<file path="config.mk">
export PLATFORM = sky130hd
export DESIGN_NAME = wic_interval_counter
export DESIGN_NICKNAME = d
export VERILOG_FILES = /design/src/design/wic_pkg.sv /design/src/design/wic_interval_counter.sv /design/src/design/wic_sync.sv /design/src/design/wic_time_chain.sv
export VERILOG_INCLUDE_DIRS = /design/src /design/src/design
export SDC_FILE = /design/constraint.sdc
export NUM_CORES = 1
export LEC_CHECK = 0
export BUFFER_PORTS_ARGS = -buffer_cell sky130_fd_sc_hd__buf_4
export CAP_MARGIN = 20
export CORE_MARGIN = 3
export CORE_UTILIZATION = 34
export CTS_CLUSTER_DIAMETER = 120
export DETAILED_ROUTE_END_ITERATION = 10
export GPL_TIMING_DRIVEN = 1
export SETUP_SLACK_MARGIN = 0.02
export SLEW_MARGIN = 10
export SYNTH_ARGS = -nofsm -noshare
export SYNTH_HDL_FRONTEND = slang
export SYNTH_SLANG_ARGS = --single-unit
</file>
<file path="constraint.sdc">
create_clock -name clk_i -period 3.5 [get_ports clk_i]
set_input_delay 0.875 -clock clk_i [delete_from_list [all_inputs] [get_ports clk_i]]
set_output_delay 0.875 -clock clk_i [all_outputs]
set_load 0.01 [all_outputs]
</file>
<file path="src/design/wic_consts.svh">
// Register offsets, field positions, reset values and counts of the interval counter.
`ifndef WIC_CONSTS_SVH
`define WIC_CONSTS_SVH

// Byte offsets of the registers on the bus.
`define WIC_OFF_CTRL     8'h00
`define WIC_OFF_FRAC     8'h04
`define WIC_OFF_SEC      8'h08
`define WIC_OFF_MIN      8'h0C
`define WIC_OFF_HOUR     8'h10
`define WIC_OFF_INTERVAL_COMPARE_VALUE   8'h14
`define WIC_OFF_STAT     8'h18
`define WIC_OFF_MASK     8'h1C
`define WIC_OFF_ICNT     8'h20

// Field positions of the control register.
`define WIC_CTRL_TIME_CLOCK_ENABLE    0
`define WIC_CTRL_INTERVAL_COUNT_ENABLE    1
`define WIC_CTRL_FLAG    2
`define WIC_CTRL_SINGLE  3
`define WIC_CTRL_TB_LO   4
`define WIC_CTRL_TB_HI   5
`define WIC_CTRL_TFH     6

// Bit positions of the status and mask registers.
`define WIC_ST_MATCH     0
`define WIC_ST_SECOND    1

// Reset values.
`define WIC_RST_BYTE     8'h00
`define WIC_RST_EVT      2'h0

// Counting limits of the time chain.
`define WIC_FRAC_LAST    8'h7F
`define WIC_SEC_LAST     8'h3B
`define WIC_MIN_LAST     8'h3B
`define WIC_HOUR_LAST24  8'h17
`define WIC_HOUR_LAST256 8'hFF

// Crystal edges per fraction tick: 32768 Hz down to 128 Hz.
`define WIC_PRESC_LAST   8'hFF

// Vector address presented on wake-up.
`define WIC_WAKE_VECTOR  16'h0053

`endif

</file>
<file path="src/design/wic_pkg.sv">
// Types shared by the interval counter modules.
package wic_pkg;

  // Overflow source that steps the interval counter.
  typedef enum logic [1:0] {
    WIC_TB_FRAC = 2'b00,
    WIC_TB_SEC  = 2'b01,
    WIC_TB_MIN  = 2'b10,
    WIC_TB_HOUR = 2'b11
  } wic_tbsel_type;

endpackage : wic_pkg

</file>
<file path="src/design/wic_interval_counter.sv">
// Wake-up interval counter: Wishbone registers, time chain and interval match.
//
// How it works
// Intervals from 1/128 second to 255 hours.
// Chain runs from crystal, also in power-down.
// Software allows slow register accesses to finish.
// Selected overflow steps the 8-bit interval counter.
// Match sets flag, interrupts when enabled.
// Match wakes power-down, vector 0053H.
// Time registers preloadable with current time.
// Six registers, control register among them; the block maps nine, adding status, mask and interval count.
// Timebase field selects fraction, second, minute, hour.
// Single mode stops; otherwise counter reloads.
// Clock enable low restores last written time.
// Fraction counts 0-127, seconds and minutes 0-59.
// Crystal and core domains cross without corruption.
`timescale 1ns/1ps
`include "wic_consts.svh"
module wic_interval_counter
  import wic_pkg::*;
(
  // Core clock, synchronous reset and clock enable.
  input  wire logic        clk_i,
  input  wire logic        rst_i,
  input  wire logic        ce_i,
  // Classic Wishbone slave port; registers sit in the low byte of each word.
  input  wire logic        wb_cyc_i,
  input  wire logic        wb_stb_i,
  input  wire logic        wb_we_i,
  input  wire logic [7:0]  wb_adr_i,
  input  wire logic [3:0]  wb_sel_i,
  input  wire logic [31:0] wb_dat_i,
  output logic      [31:0] wb_dat_o,
  output logic             wb_ack_o,
  // Crystal pin, asynchronous to the core clock.
  input  wire logic        xtal_i,
  // Power-down state of the core and the interrupt and wake-up answers.
  input  wire logic        pwr_down_i,
  output logic             irq_o,
  output logic             wake_o,
  output logic      [15:0] wake_vector_o
);

  // Register map, one byte in the low lane of each 32-bit word:
  //   00 control: b6 24-hour wrap, b5:4 timebase, b3 single interval,
  //      b2 match flag, b1 interval enable, b0 time clock enable.
  //   04 fraction, 08 seconds, 0C minutes, 10 hours.
  //   14 interval value; the match comes when the stepped count equals it.
  //   18 status, write one to clear: b0 interval match, b1 second rollover.
  //   1C interrupt mask of the same layout.
  //   20 interval count, read only.
  // Unmapped offsets answer like any other and read as zero.

  // Bus state.
  logic        ack_ff;
  logic [31:0] dat_ff;

  // Control fields.
  logic          time_clock_enable_ff;
  logic          interval_count_enable_ff;
  logic          single_ff;
  logic          tfh_ff;
  wic_tbsel_type tbsel_ff;

  // Interval value, interval counter, events and mask.
  logic [7:0] interval_compare_value_ff;
  logic [7:0] icnt_ff;
  logic [1:0] stat_ff;
  logic [1:0] mask_ff;

  // Last software-written time values.
  logic [7:0] shadow_ff [4];

  // Crystal prescaler.
  logic [7:0] presc_ff;

  // Wake-up outputs.
  logic        wake_ff;
  logic [15:0] vec_ff;

  // Next values.
  logic [7:0] nxt_presc;
  logic [7:0] nxt_icnt;
  logic [1:0] nxt_stat;
  logic       nxt_interval_count_enable;

  // Chain connections.
  logic       xtal_rise;
  logic [7:0] time_cnt [4];
  logic [3:0] time_ovf;
  logic [3:0] time_load;
  logic [7:0] time_val [4];

  // The crystal is sampled as a slow pin rather than used as a clock, so the
  // whole block lives in one domain and no register value ever crosses clocks.
  // Crystal pin synchronised into core clock.
  wic_sync u_xtal_sync (
    .clk_i  (clk_i),
    .rst_i  (rst_i),
    .ce_i   (ce_i),
    .pin_i  (xtal_i),
    .rise_o (xtal_rise)
  );

  // The answer never stalls: every access completes one cycle after it is taken.
  // Masking with ack stops a held strobe from being taken a second time.
  // Request decode; a request is taken once, on the edge that raises ack.
  wire       req    = wb_cyc_i & wb_stb_i & ~ack_ff;
  wire       wr     = req & wb_we_i & wb_sel_i[0];
  wire [7:0] adr    = {wb_adr_i[7:2], 2'b00};
  wire [7:0] wbyte  = wb_dat_i[7:0];

  // Address bits 1:0 are ignored, so any byte address inside a word selects it.
  // Exactly one hit is high for a mapped offset and none for the others.
  // Address hits.
  wire hit_ctrl   = adr == `WIC_OFF_CTRL;
  wire hit_frac   = adr == `WIC_OFF_FRAC;
  wire hit_sec    = adr == `WIC_OFF_SEC;
  wire hit_min    = adr == `WIC_OFF_MIN;
  wire hit_hour   = adr == `WIC_OFF_HOUR;
  wire hit_interval_compare_value = adr == `WIC_OFF_INTERVAL_COMPARE_VALUE;
  wire hit_stat   = adr == `WIC_OFF_STAT;
  wire hit_mask   = adr == `WIC_OFF_MASK;
  wire hit_icnt   = adr == `WIC_OFF_ICNT;

  // Only byte lane 0 carries register data, so a write without it is dropped.
  // The strobes last one cycle, on the edge that takes the request.
  // Write strobes.
  wire wr_ctrl   = wr & hit_ctrl;
  wire wr_interval_compare_value = wr & hit_interval_compare_value;
  wire wr_stat   = wr & hit_stat;
  wire wr_mask   = wr & hit_mask;
  wire [3:0] wr_time = {4{wr}} & {hit_hour, hit_min, hit_sec, hit_frac};

  // Bit 7 is not implemented and reads as zero; bit 2 shows the match event.
  // Control register image as software reads it.
  wire [7:0] ctrl_rd = {1'b0, tfh_ff, tbsel_ff, single_ff,
                        stat_ff[`WIC_ST_MATCH], interval_count_enable_ff, time_clock_enable_ff};

  // The time registers read the live count, or the restore copy while stopped.
  // Read selection; unmapped offsets read zero.
  wire [7:0] rd_byte = hit_ctrl   ? ctrl_rd :
                       hit_frac   ? time_cnt[0] :
                       hit_sec    ? time_cnt[1] :
                       hit_min    ? time_cnt[2] :
                       hit_hour   ? time_cnt[3] :
                       hit_interval_compare_value ? interval_compare_value_ff :
                       hit_stat   ? {6'h00, stat_ff} :
                       hit_mask   ? {6'h00, mask_ff} :
                       hit_icnt   ? icnt_ff : `WIC_RST_BYTE;

  // With the clock enable low, ack and data freeze along with all other state,
  // so a request pending at that moment is answered once the enable returns.
  // Bus handshake: ack one cycle after the request, data held with it.
  always_ff @(posedge clk_i) begin
    if (rst_i) begin
      ack_ff <= 1'b0;
      dat_ff <= 32'h00000000;
    end else if (ce_i) begin
      ack_ff <= req;
      dat_ff <= req ? {24'h000000, rd_byte} : dat_ff;
    end
  end

  assign wb_ack_o = ack_ff;
  assign wb_dat_o = dat_ff;

  // The interval enable is kept apart, since a timeout may also clear it.
  // Control fields written by software.
  always_ff @(posedge clk_i) begin
    if (rst_i) begin
      time_clock_enable_ff   <= 1'b0;
      single_ff <= 1'b0;
      tfh_ff    <= 1'b0;
      tbsel_ff  <= WIC_TB_FRAC;
    end else if (ce_i && wr_ctrl) begin
      time_clock_enable_ff   <= wbyte[`WIC_CTRL_TIME_CLOCK_ENABLE];
      single_ff <= wbyte[`WIC_CTRL_SINGLE];
      tfh_ff    <= wbyte[`WIC_CTRL_TFH];
      tbsel_ff  <= wic_tbsel_type'(wbyte[`WIC_CTRL_TB_HI:`WIC_CTRL_TB_LO]);
    end
  end

  // Both may be rewritten at any time; a new interval value takes effect at the next step.
  // Interval value and interrupt mask.
  always_ff @(posedge clk_i) begin
    if (rst_i) begin
      interval_compare_value_ff <= `WIC_RST_BYTE;
      mask_ff   <= `WIC_RST_EVT;
    end else if (ce_i) begin
      interval_compare_value_ff <= wr_interval_compare_value ? wbyte : interval_compare_value_ff;
      mask_ff   <= wr_mask ? wbyte[1:0] : mask_ff;
    end
  end

  // The restore copy is what a stopped clock shows, so software that preloads
  // the current time and then starts the clock can always restart from it.
  // Each time write updates the restore copy.
  genvar g;
  generate
    for (g = 0; g < 4; g++) begin : g_shadow
      always_ff @(posedge clk_i) begin
        if (rst_i) begin
          shadow_ff[g] <= `WIC_RST_BYTE;
        end else if (ce_i && wr_time[g]) begin
          shadow_ff[g] <= wbyte;
        end
      end
      // Disabled clock holds last written time.
      assign time_load[g] = wr_time[g] | ~time_clock_enable_ff;
      assign time_val[g]  = wr_time[g] ? wbyte : shadow_ff[g];
    end
  endgenerate

  // The prescaler is held at zero while the time clock is off, so the first
  // fraction tick comes a full 256 crystal edges after software starts it.
  // Divide crystal edges down to the 128 Hz tick.
  wire tick128 = xtal_rise & (presc_ff == `WIC_PRESC_LAST);
  assign nxt_presc = ~time_clock_enable_ff ? `WIC_RST_BYTE :
                     xtal_rise ? presc_ff + 8'h01 : presc_ff;

  // The prescaler wraps by itself, so the tick recurs every 256 edges.
  // Prescaler register.
  always_ff @(posedge clk_i) begin
    if (rst_i) begin
      presc_ff <= `WIC_RST_BYTE;
    end else if (ce_i) begin
      presc_ff <= nxt_presc;
    end
  end

  // The chain is loaded from the restore copy on every cycle while stopped,
  // and loaded directly by a time write while it runs.
  // Fraction, second, minute and hour chain.
  wic_time_chain u_chain (
    .clk_i      (clk_i),
    .rst_i      (rst_i),
    .ce_i       (ce_i),
    .tick_i     (tick128),
    .run_i      (time_clock_enable_ff),
    .tfh_i      (tfh_ff),
    .load_i     (time_load),
    .load_val_i (time_val),
    .cnt_o      (time_cnt),
    .ovf_o      (time_ovf)
  );

  // Each source fires once per unit of the chosen timebase: the fraction tick
  // itself, or the overflow of the register one place below the chosen unit.
  // Steps of 1/128 second, seconds, minutes or hours.
  wire       tick_step = tick128 & time_clock_enable_ff;
  wire       sec_step  = time_ovf[0];
  wire       min_step  = time_ovf[1];
  wire       hour_step = time_ovf[2];
  wire [3:0] step_src  = {hour_step, min_step, sec_step, tick_step};

  // Overflow source per timebase field.
  wire sel_ovf = step_src[tbsel_ff];

  // Step interval counter on selected overflow.
  wire       int_step = sel_ovf & interval_count_enable_ff;
  wire [7:0] int_inc  = icnt_ff + 8'h01;
  // Match of stepped count with interval value.
  wire       int_hit  = int_step & (int_inc == interval_compare_value_ff);

  // An interval value of zero matches only after the count wraps, that is
  // after 256 steps, which gives the longest interval of the block.
  // Reload on timeout; cleared while disabled.
  assign nxt_icnt = ~interval_count_enable_ff ? `WIC_RST_BYTE :
                    int_hit  ? `WIC_RST_BYTE :
                    int_step ? int_inc : icnt_ff;

  // Software that rewrites the enable in the timeout cycle keeps what it wrote.
  // Single mode timeout drops the enable; a write wins.
  assign nxt_interval_count_enable = wr_ctrl ? wbyte[`WIC_CTRL_INTERVAL_COUNT_ENABLE] :
                    (int_hit & single_ff) ? 1'b0 : interval_count_enable_ff;

  // The count restarts from zero whenever the enable is set again.
  // Interval counter and its enable.
  always_ff @(posedge clk_i) begin
    if (rst_i) begin
      icnt_ff <= `WIC_RST_BYTE;
      interval_count_enable_ff <= 1'b0;
    end else if (ce_i) begin
      icnt_ff <= nxt_icnt;
      interval_count_enable_ff <= nxt_interval_count_enable;
    end
  end

  // Status bit 0 is the interval match, also seen as control bit 2; bit 1 marks
  // each roll-over of the fraction register, once per second.
  // Event clears: ones to status, or zero to the control flag bit.
  wire [1:0] stat_clr = ({2{wr_stat}} & wbyte[1:0]) |
                        {1'b0, wr_ctrl & ~wbyte[`WIC_CTRL_FLAG]};
  wire [1:0] stat_set = {time_ovf[0], int_hit};

  // Sticky events; a set in the clear cycle wins.
  assign nxt_stat = stat_set | (stat_ff & ~stat_clr);

  // An event that lands in a clear cycle is kept, so none is ever lost.
  // Status register.
  always_ff @(posedge clk_i) begin
    if (rst_i) begin
      stat_ff <= `WIC_RST_EVT;
    end else if (ce_i) begin
      stat_ff <= nxt_stat;
    end
  end

  // The interrupt is a level: it stays high until software clears the event
  // or masks it, so a match seen during a long handler is never lost.
  // Interrupt while an unmasked event is pending.
  assign irq_o = |(stat_ff & mask_ff);

  // Only the interval match may wake the core, and only while it is unmasked.
  // Wake a powered-down core at the interval vector.
  wire wake_now = pwr_down_i & stat_ff[`WIC_ST_MATCH] & mask_ff[`WIC_ST_MATCH];

  // The wake level and its vector are registered so that the core sees both
  // change together, one cycle after the match flag is set.
  // Wake level and vector registers.
  always_ff @(posedge clk_i) begin
    if (rst_i) begin
      wake_ff <= 1'b0;
      vec_ff  <= 16'h0000;
    end else if (ce_i) begin
      wake_ff <= wake_now;
      vec_ff  <= wake_now ? `WIC_WAKE_VECTOR : 16'h0000;
    end
  end

  assign wake_o        = wake_ff;
  assign wake_vector_o = vec_ff;

endmodule : wic_interval_counter

</file>
<file path="src/design/wic_sync.sv">
// Three-stage synchroniser with agreement filter for the crystal pin.
`timescale 1ns/1ps
module wic_sync (
  input  wire logic clk_i,
  input  wire logic rst_i,
  input  wire logic ce_i,
  input  wire logic pin_i,
  output logic      rise_o
);

  logic s1_ff;
  logic s2_ff;
  logic s3_ff;
  logic lvl_ff;

  // A new level counts only once stages two and three agree on it.
  wire agree = (s2_ff == s3_ff) && (s3_ff != lvl_ff);

  // Shift the pin through three stages and keep the accepted level.
  always_ff @(posedge clk_i) begin
    if (rst_i) begin
      s1_ff  <= 1'b0;
      s2_ff  <= 1'b0;
      s3_ff  <= 1'b0;
      lvl_ff <= 1'b0;
    end else if (ce_i) begin
      s1_ff  <= pin_i;
      s2_ff  <= s1_ff;
      s3_ff  <= s2_ff;
      lvl_ff <= agree ? s3_ff : lvl_ff;
    end
  end

  // One pulse per accepted rising edge.
  assign rise_o = ce_i & agree & s3_ff;

endmodule : wic_sync

</file>
<file path="src/design/wic_time_chain.sv">
// Fraction, second, minute and hour counters with overflow carries.
`timescale 1ns/1ps
`include "wic_consts.svh"
module wic_time_chain (
  input  wire logic       clk_i,
  input  wire logic       rst_i,
  input  wire logic       ce_i,
  input  wire logic       tick_i,
  input  wire logic       run_i,
  input  wire logic       tfh_i,
  input  wire logic [3:0] load_i,
  input  wire logic [7:0] load_val_i [4],
  output logic      [7:0] cnt_o [4],
  output logic      [3:0] ovf_o
);

  logic [7:0] last [4];
  logic [4:0] carry;

  // Roll-over points; the hour counter wraps at 23 or 255.
  assign last[0] = `WIC_FRAC_LAST;
  assign last[1] = `WIC_SEC_LAST;
  assign last[2] = `WIC_MIN_LAST;
  assign last[3] = tfh_i ? `WIC_HOUR_LAST24 : `WIC_HOUR_LAST256;
  // Chain stepped by crystal tick.
  assign carry[0] = tick_i & run_i;

  genvar g;
  generate
    for (g = 0; g < 4; g++) begin : g_stage
      logic [7:0] cnt_ff;
      logic [7:0] nxt_cnt;
      // Count to limit, then carry.
      assign carry[g+1] = carry[g] & (cnt_ff >= last[g]);
      assign nxt_cnt    = load_i[g]     ? load_val_i[g] :
                          carry[g+1]    ? `WIC_RST_BYTE :
                          carry[g]      ? cnt_ff + 8'h01 : cnt_ff;
      // One counter of the chain.
      always_ff @(posedge clk_i) begin
        if (rst_i) begin
          cnt_ff <= `WIC_RST_BYTE;
        end else if (ce_i) begin
          cnt_ff <= nxt_cnt;
        end
      end
      assign cnt_o[g] = cnt_ff;
      assign ovf_o[g] = carry[g+1] & ~load_i[g];
    end
  endgenerate

endmodule : wic_time_chain

</file>
==> results of run 1 <==
-- state kept, by name, indices dropped and copies added (netlist names) --
signal                     count
icnt_ff                        8
interval_compare_value_ff      8
interval_count_enable_ff       1
mask_ff                        2
presc_ff                       8
shadow_ff                     32
single_ff                      1
stat_ff                        2
tbsel_ff                       2
tfh_ff                         1
time_clock_enable_ff           1
u_chain.g_stage.cnt_ff        32
u_xtal_sync.lvl_ff             1
u_xtal_sync.s1_ff              1
u_xtal_sync.s2_ff              1
u_xtal_sync.s3_ff              1
wake_vector_o                  1
wb_ack_o                       1
wb_dat_o                       8
-- path summary, 6_finish.rpt --
kind	from	to	depth (start not counted)
max	wb_adr_i[5]	u_chain.g_stage[0].cnt_ff[2]	9
min	single_ff	single_ff	2
max reg2reg	u_chain.g_stage[0].cnt_ff[0]	u_chain.g_stage[2].cnt_ff[5]	8
min reg2reg	single_ff	single_ff	2
-- worst max-delay path: cells and delay by family --
family / cells / cell delay [ns]
buf+inv: 2 / 0.31
compound gates: 3 / 0.81
simple gates: 4 / 1.12
-- area by class of cell --
class                           instances  area, µm²  share of cell area [%]
Multi-Input combinational cell        623       3710                   49.83
Timing Repair Buffer                   70      523.0                   7.025
Sequential cell                       112       2562                   34.42
Clock inverter                          5      31.28                  0.4202
Tap cell                              260      325.3                   4.370
Clock buffer                           11      232.7                   3.126
Inverter                               16      60.06                  0.8067
-- power by group --
group          switching [W]  internal, W
registers          0.0000267      0.00136
clock network       0.000480     0.000484
logic               0.000154    0.0000735
-- kinds of logic (layout without fill, tap and decap cells) --
family / Yosys count / in the layout
muxes: 7 / 7
AOI/OAI and AO/OA: 232 / 232
xor gates and xnor gates: 15 / 15
adders and majority gates: 10 / 10
other: 1 / 36
DFF: 112 / 112
and+or+nand+nor: 323 / 323
buffers and inverters: 104 / 102
-- through the flow --
| step | utilization (%) | hold slack, ns | total power (W) | worst slack [ns] |
|---|---|---|---|---|
| after floorplan | - | 0.4496 | 0.001573 | 0.5842 |
| after global placement | 37.73 | 0.4615 | 0.001637 | 0.2932 |
| after detailed placement | 37.73 | 0.4688 | 0.001639 | 0.2794 |
| after CTS | 39.12 | 0.4793 | 0.002604 | 0.4890 |
| after global routing | 39.14 | 0.5168 | 0.002672 | 0.4516 |
| final | 39.14 | 0.4892 | 0.002576 | 0.6235 |
-- layer usage --
layer / vias up / GRT usage, % / share of wire (%)
met5: - / 0 / 0
met4: 0 / 3.104 / 0.96
met3: 17 / 5.245 / 8.9
met2: 257 / 26.49 / 43
met1: 2842 / 26.60 / 47
li1: 2922 / - / -
-- layout by cell type (no fill, tap or decap), types with 9 or more instances in the layout --
| master | n |
|---|---|
| o211ai_1 | 11 |
| clkbuf_16 | 9 |
| nor2_1 | 72 |
| a22oi_1 | 11 |
| a221oi_1 | 18 |
| o21ai_0 | 48 |
| and2_1 | 44 |
| inv_1 | 14 |
| xor2_1 | 9 |
| a21oi_1 | 66 |
| nand2_1 | 75 |
| nand2b_1 | 9 |
| nand3_1 | 21 |
| buf_4 | 69 |
| edfxtp_1 | 32 |
| nor3b_1 | 20 |
| dfxtp_1 | 80 |
| nand4_1 | 10 |
| ha_1 | 10 |
| conb_1 | 36 |
| nor3_1 | 20 |
| a211oi_1 | 16 |
| a21o_1 | 9 |
| and3_1 | 16 |
==> metrics.cfg, run 1 <==
[floorplanning]
coreArea_um2 = 19020
boundaryPins = 103
rows = 50
die_w_um = 146.3
die_h_um = 146.3
die_area_um2 = 21390
initial_core_util_pct = 35.16

[layout]
drive_gt1_share_pct = 11.47
syn2layout_area_growth_pct = 11.32
layout.cells.non_filler = 1097
antennaDiodeCount = 0
stdcell_area_um2 = 7445
n_fill_cell = 1969
final_nets = 894

[placed_design]
place_area_um2 = 7176
dp_cells = 1080
portBuffers = 37
routabilityCongestion = 0.8940
hpwl_um = 13950

[sta]
clock.fmax_ghz = 0.3476
skew_ns = 0.01017
tightest_slew_ns = 0.7573
tns_ns = 0
fin_crit_sh_pct = 82.19
final_max_slew_viol_count = 0
timing.final.crit_period_ns = 2.877
rsz0062_at_grt = no
hold_viol_final = 0
setup_viol = 0
max_slew_margin_pct = 49.12

[logic_synthesis]
synth_cell_types = 65
synth-xor-area-share_pct = 1.964
synth_common_cells = dfxtp_1, nand2_1, nor2_1, a21oi_1, o21ai_0
synthFlopType = dfxtp_1
synth_compound_area_share_pct = 23.12
synth_top_area_cell = dfxtp_1
synthAdderAreaFrac_pct = 1.871
synth_top_area_share_pct = 23.95
yosysMostFrequentCell = dfxtp_1
synth_edf_count = 32
synth_top_family_by_area = simple AND/OR/NAND/NOR gates
synthCells = 804
ys_seq_elements = 112
synthMuxAreaShare_pct = 1.048
netlist_top_cells_area = dfxtp_1, edfxtp_1, a21oi_1, buf_4, nand2_1
yosysWarnings = 0
synthSimpleGateAreaFrac_pct = 25.44
synth_area_um2 = 6688
avgSynthCellArea_um2 = 8.318
synth_async_sr_flop_share_pct = 0
yosysSeqAreaShare_pct = 38.32

[cts]
cts_tree = yes
cts_resized = 0
postCtsSetupRepairBufs = 0
cts-htree-levels = 3
cts-hold-fix-buffers = 0
cts.path.max_buffers = 2
cts-root-buf = clkbuf_16
path_clk_slew_ns = 0.08
clk_latency_ns = 0.36
cts_made_buffers = 9
cts_sinks = 112

[power]
power.leakage_nw = 2.705
power.density_nw_per_um2 = 346.0
peakVddDrop_uv = 225.1

[global_route]
grt_usage_pct = 18.03
grt_pass1_wl_um = 30670
antenna_found_initial = 0
grt_pass1_vias = 5368
grt_remaining_overflow = 0
grt_max_degree = 49

[worst_setup_path]
rrSetupSlack_ns = 0.91
slowest_stage = or4_1
criticalPathCategory = in -> reg
cp-start-kind = input port
arrival_ns = 3.13
required_ns = 3.75
end_kind = flip-flop
cp_cell_sequence = buf_4 > or4_1 > o41ai_4 > buf_4 > nor2_1 > nor2_1 > o21ai_0 > a2bb2oi_1 > nor2_1
crit_top_cell = nor2_1
slowest_delay_ns = 0.76
crit_fanout = 7

[route]
vias = 6038
wire_per_inst_um = 17.81
remaining_drc_errors = 0
ant_nets = 0
drt-total-wl_um = 19540
dr.pass1.iters = 5
routed_via_density = 5.504
drt-initial-drc-count = 688

[status]
status = finished, final reports clean

[run]
max_cap_viol_count = 0

[hold_path]
hold_class = reg -> reg

Power figures use the tool's default switching activity.
==> run 2, diff against run 1 <==
clock period = 2.36 ns   (was 3.5 ns; I/O delays follow)
==> run 2 against run 1 <==
Core utilization increased by 5.0 points. Non-clock buffer count increased by 92. Clock skew decreased by 0.0022 ns. Combinational power increased by 83%. Critical endpoint is now icnt_ff[5].
==> metrics.cfg, run 2 (synthesis gave the netlist of run 1 again) <==
[status]
status = finished, final reports clean

[floorplanning]
die_area_um2 = 21390
die_w_um = 146.3
rows = 50
initial_core_util_pct = 35.16
die_h_um = 146.3
boundaryPins = 103
coreArea_um2 = 19020

[hold_path]
min_to = wb_dat_o[5]
hold_class = reg -> reg
min_from = wb_dat_o[5]
whs_path_depth = 2

[layout]
final_common_cell = buf_4
final_nets = 986
stdcell_area_um2 = 8392
antennaDiodeCount = 0
drive_gt1_share_pct = 22.39
syn2layout_area_growth_pct = 25.48
final_cell_mix = buf_4, dfxtp_1, nand2_1
top_regs = shadow_ff (32), u_chain.g_stage.cnt_ff (32)

[placed_design]
portBuffers = 37
routabilityCongestion = 0.8963
hpwl_um = 15000
place_area_um2 = 7933

[sta]
fin_crit_sh_pct = 95.34
setup_viol = 0
clock.fmax_ghz = 0.4444
hold_viol_final = 0
rsz0062_at_grt = yes
timing.final.crit_period_ns = 2.250
max_slew_margin_pct = 61.29
skew_ns = 0.007950
tightest_slew_ns = 0.5806
tns_ns = 0
final_max_slew_viol_count = 0
hold_ws_ns = 0.4574

[global_route]
grt_pass1_vias = 5906
antenna_found_initial = 0
grt_pass1_wl_um = 31820
grt_remaining_overflow = 0
grt_max_degree = 49
grt_usage_pct = 18.61

[worst_setup_path]
r2r_start = u_chain.g_stage[2].cnt_ff[0]
required_ns = 2.60
rrSetupSlack_ns = 0.13
slowest_stage = or4_4
slowest_delay_ns = 0.63
r2r-end = interval_count_enable_ff
end_kind = flip-flop
criticalPathCategory = in -> reg
crit_fanout = 6
arrival_ns = 2.49
r2r_cells = 7
cp_cell_sequence = buf_4 > or4_4 > o41ai_4 > or2_1 > o21ai_1 > a22o_1 > nand3b_1 > o21ai_0
cp-start-kind = input port

[route]
wire_per_inst_um = 17.19
drt-initial-drc-count = 593
drt-total-wl_um = 20440
remaining_drc_errors = 0
ant_nets = 0
dr.pass1.iters = 5
vias = 6382
routed_via_density = 5.368

[cts]
cts-htree-levels = 3
cts_made_buffers = 9
cts.path.max_buffers = 2
cts_sinks = 112
path_clk_slew_ns = 0.08
cts-root-buf = clkbuf_16
cts_tree = yes
clk_latency_ns = 0.36

[run]
max_cap_viol_count = 0

[power]
power.density_nw_per_um2 = 484.4
power.leakage_nw = 3.267
peakVddDrop_uv = 375.8
finalPower_w = 0.004065

-- run 2: cell types whose count changed in the layout (fill, tap and decap cells not counted), moves of 3 or more --
| cell | change |
|---|---|
| buf_4 | +87 |
| dfxtp_1 | -3 |
| o21ai_0 | -5 |
| o21ai_1 | +5 |
| inv_6 | +3 |
| buf_12 | +5 |
-- run 2: per-layer routing --
| metal | track usage, % | part of all wire (%) | vias to the layer above |
|---|---|---|---|
| met5 | 0 | 0 | - |
| met4 | 4.986 | 2.2 | 0 |
| met3 | 3.538 | 6.1 | 31 |
| met2 | 31.60 | 48 | 219 |
| met1 | 24.33 | 44 | 3006 |
| li1 | - | - | 3126 |
-- run 2: how the worst max path moves through the flow --
stage                            from                           end  cells past startpoint
after floorplan           wb_adr_i[6]  u_chain.g_stage[0].cnt_ff[2]                      8
after global placement    wb_adr_i[6]  u_chain.g_stage[2].cnt_ff[5]                      9
after detailed placement  wb_adr_i[6]  u_chain.g_stage[2].cnt_ff[5]                      9
after CTS                 presc_ff[4]  u_chain.g_stage[3].cnt_ff[6]                     10
after global routing      presc_ff[0]  u_chain.g_stage[3].cnt_ff[6]                     11
final                     wb_adr_i[6]                    icnt_ff[5]                      8
-- run 2: layout make-up --
type | instances | area [µm²]
fill | 1928 | 10630
multi-input combinational | 623 | 3851
sequential | 112 | 2569
timing repair buffer | 162 | 1282
tap | 260 | 325.3
clock buffer | 10 | 229.0
clock inverter | 6 | 75.07
inverter | 16 | 60.06
-- run 2: worst max-delay path: cells and delay by family --
kind / cells / cell delay, ns
AND/OR/NAND/NOR: 3 / 1.02
buffers and inverters: 1 / 0.12
AO/OA/AOI/OAI: 4 / 0.76
-- run 2: timing repair --
item	4_1_cts	5_1_grt
hold buffers	0	0
pin swaps	2	7
endpoints found under the setup margin	16	20
resized for setup	4	19
buffers inserted	2	4
-- run 2: power by group --
group | switching (W) | internal, W
clock | 0.000767 | 0.000845
sequential | 0.0000260 | 0.00201
combinational | 0.000255 | 0.000161
-- run 2: metrics by stage --
| step | cells | util (%) | setup slack (ns) |
|---|---|---|---|
| 2_1_floorplan | 839 | - | -0.06313 |
| 3_3_place_gp | 1167 | 41.71 | -0.2974 |
| 3_5_place_dp | 1167 | 41.71 | -0.2898 |
| 4_1_cts | 1185 | 43.54 | 0.02691 |
| 5_1_grt | 1189 | 44.13 | -0.004188 |
| 6_report | 1189 | 44.13 | 0.1099 |
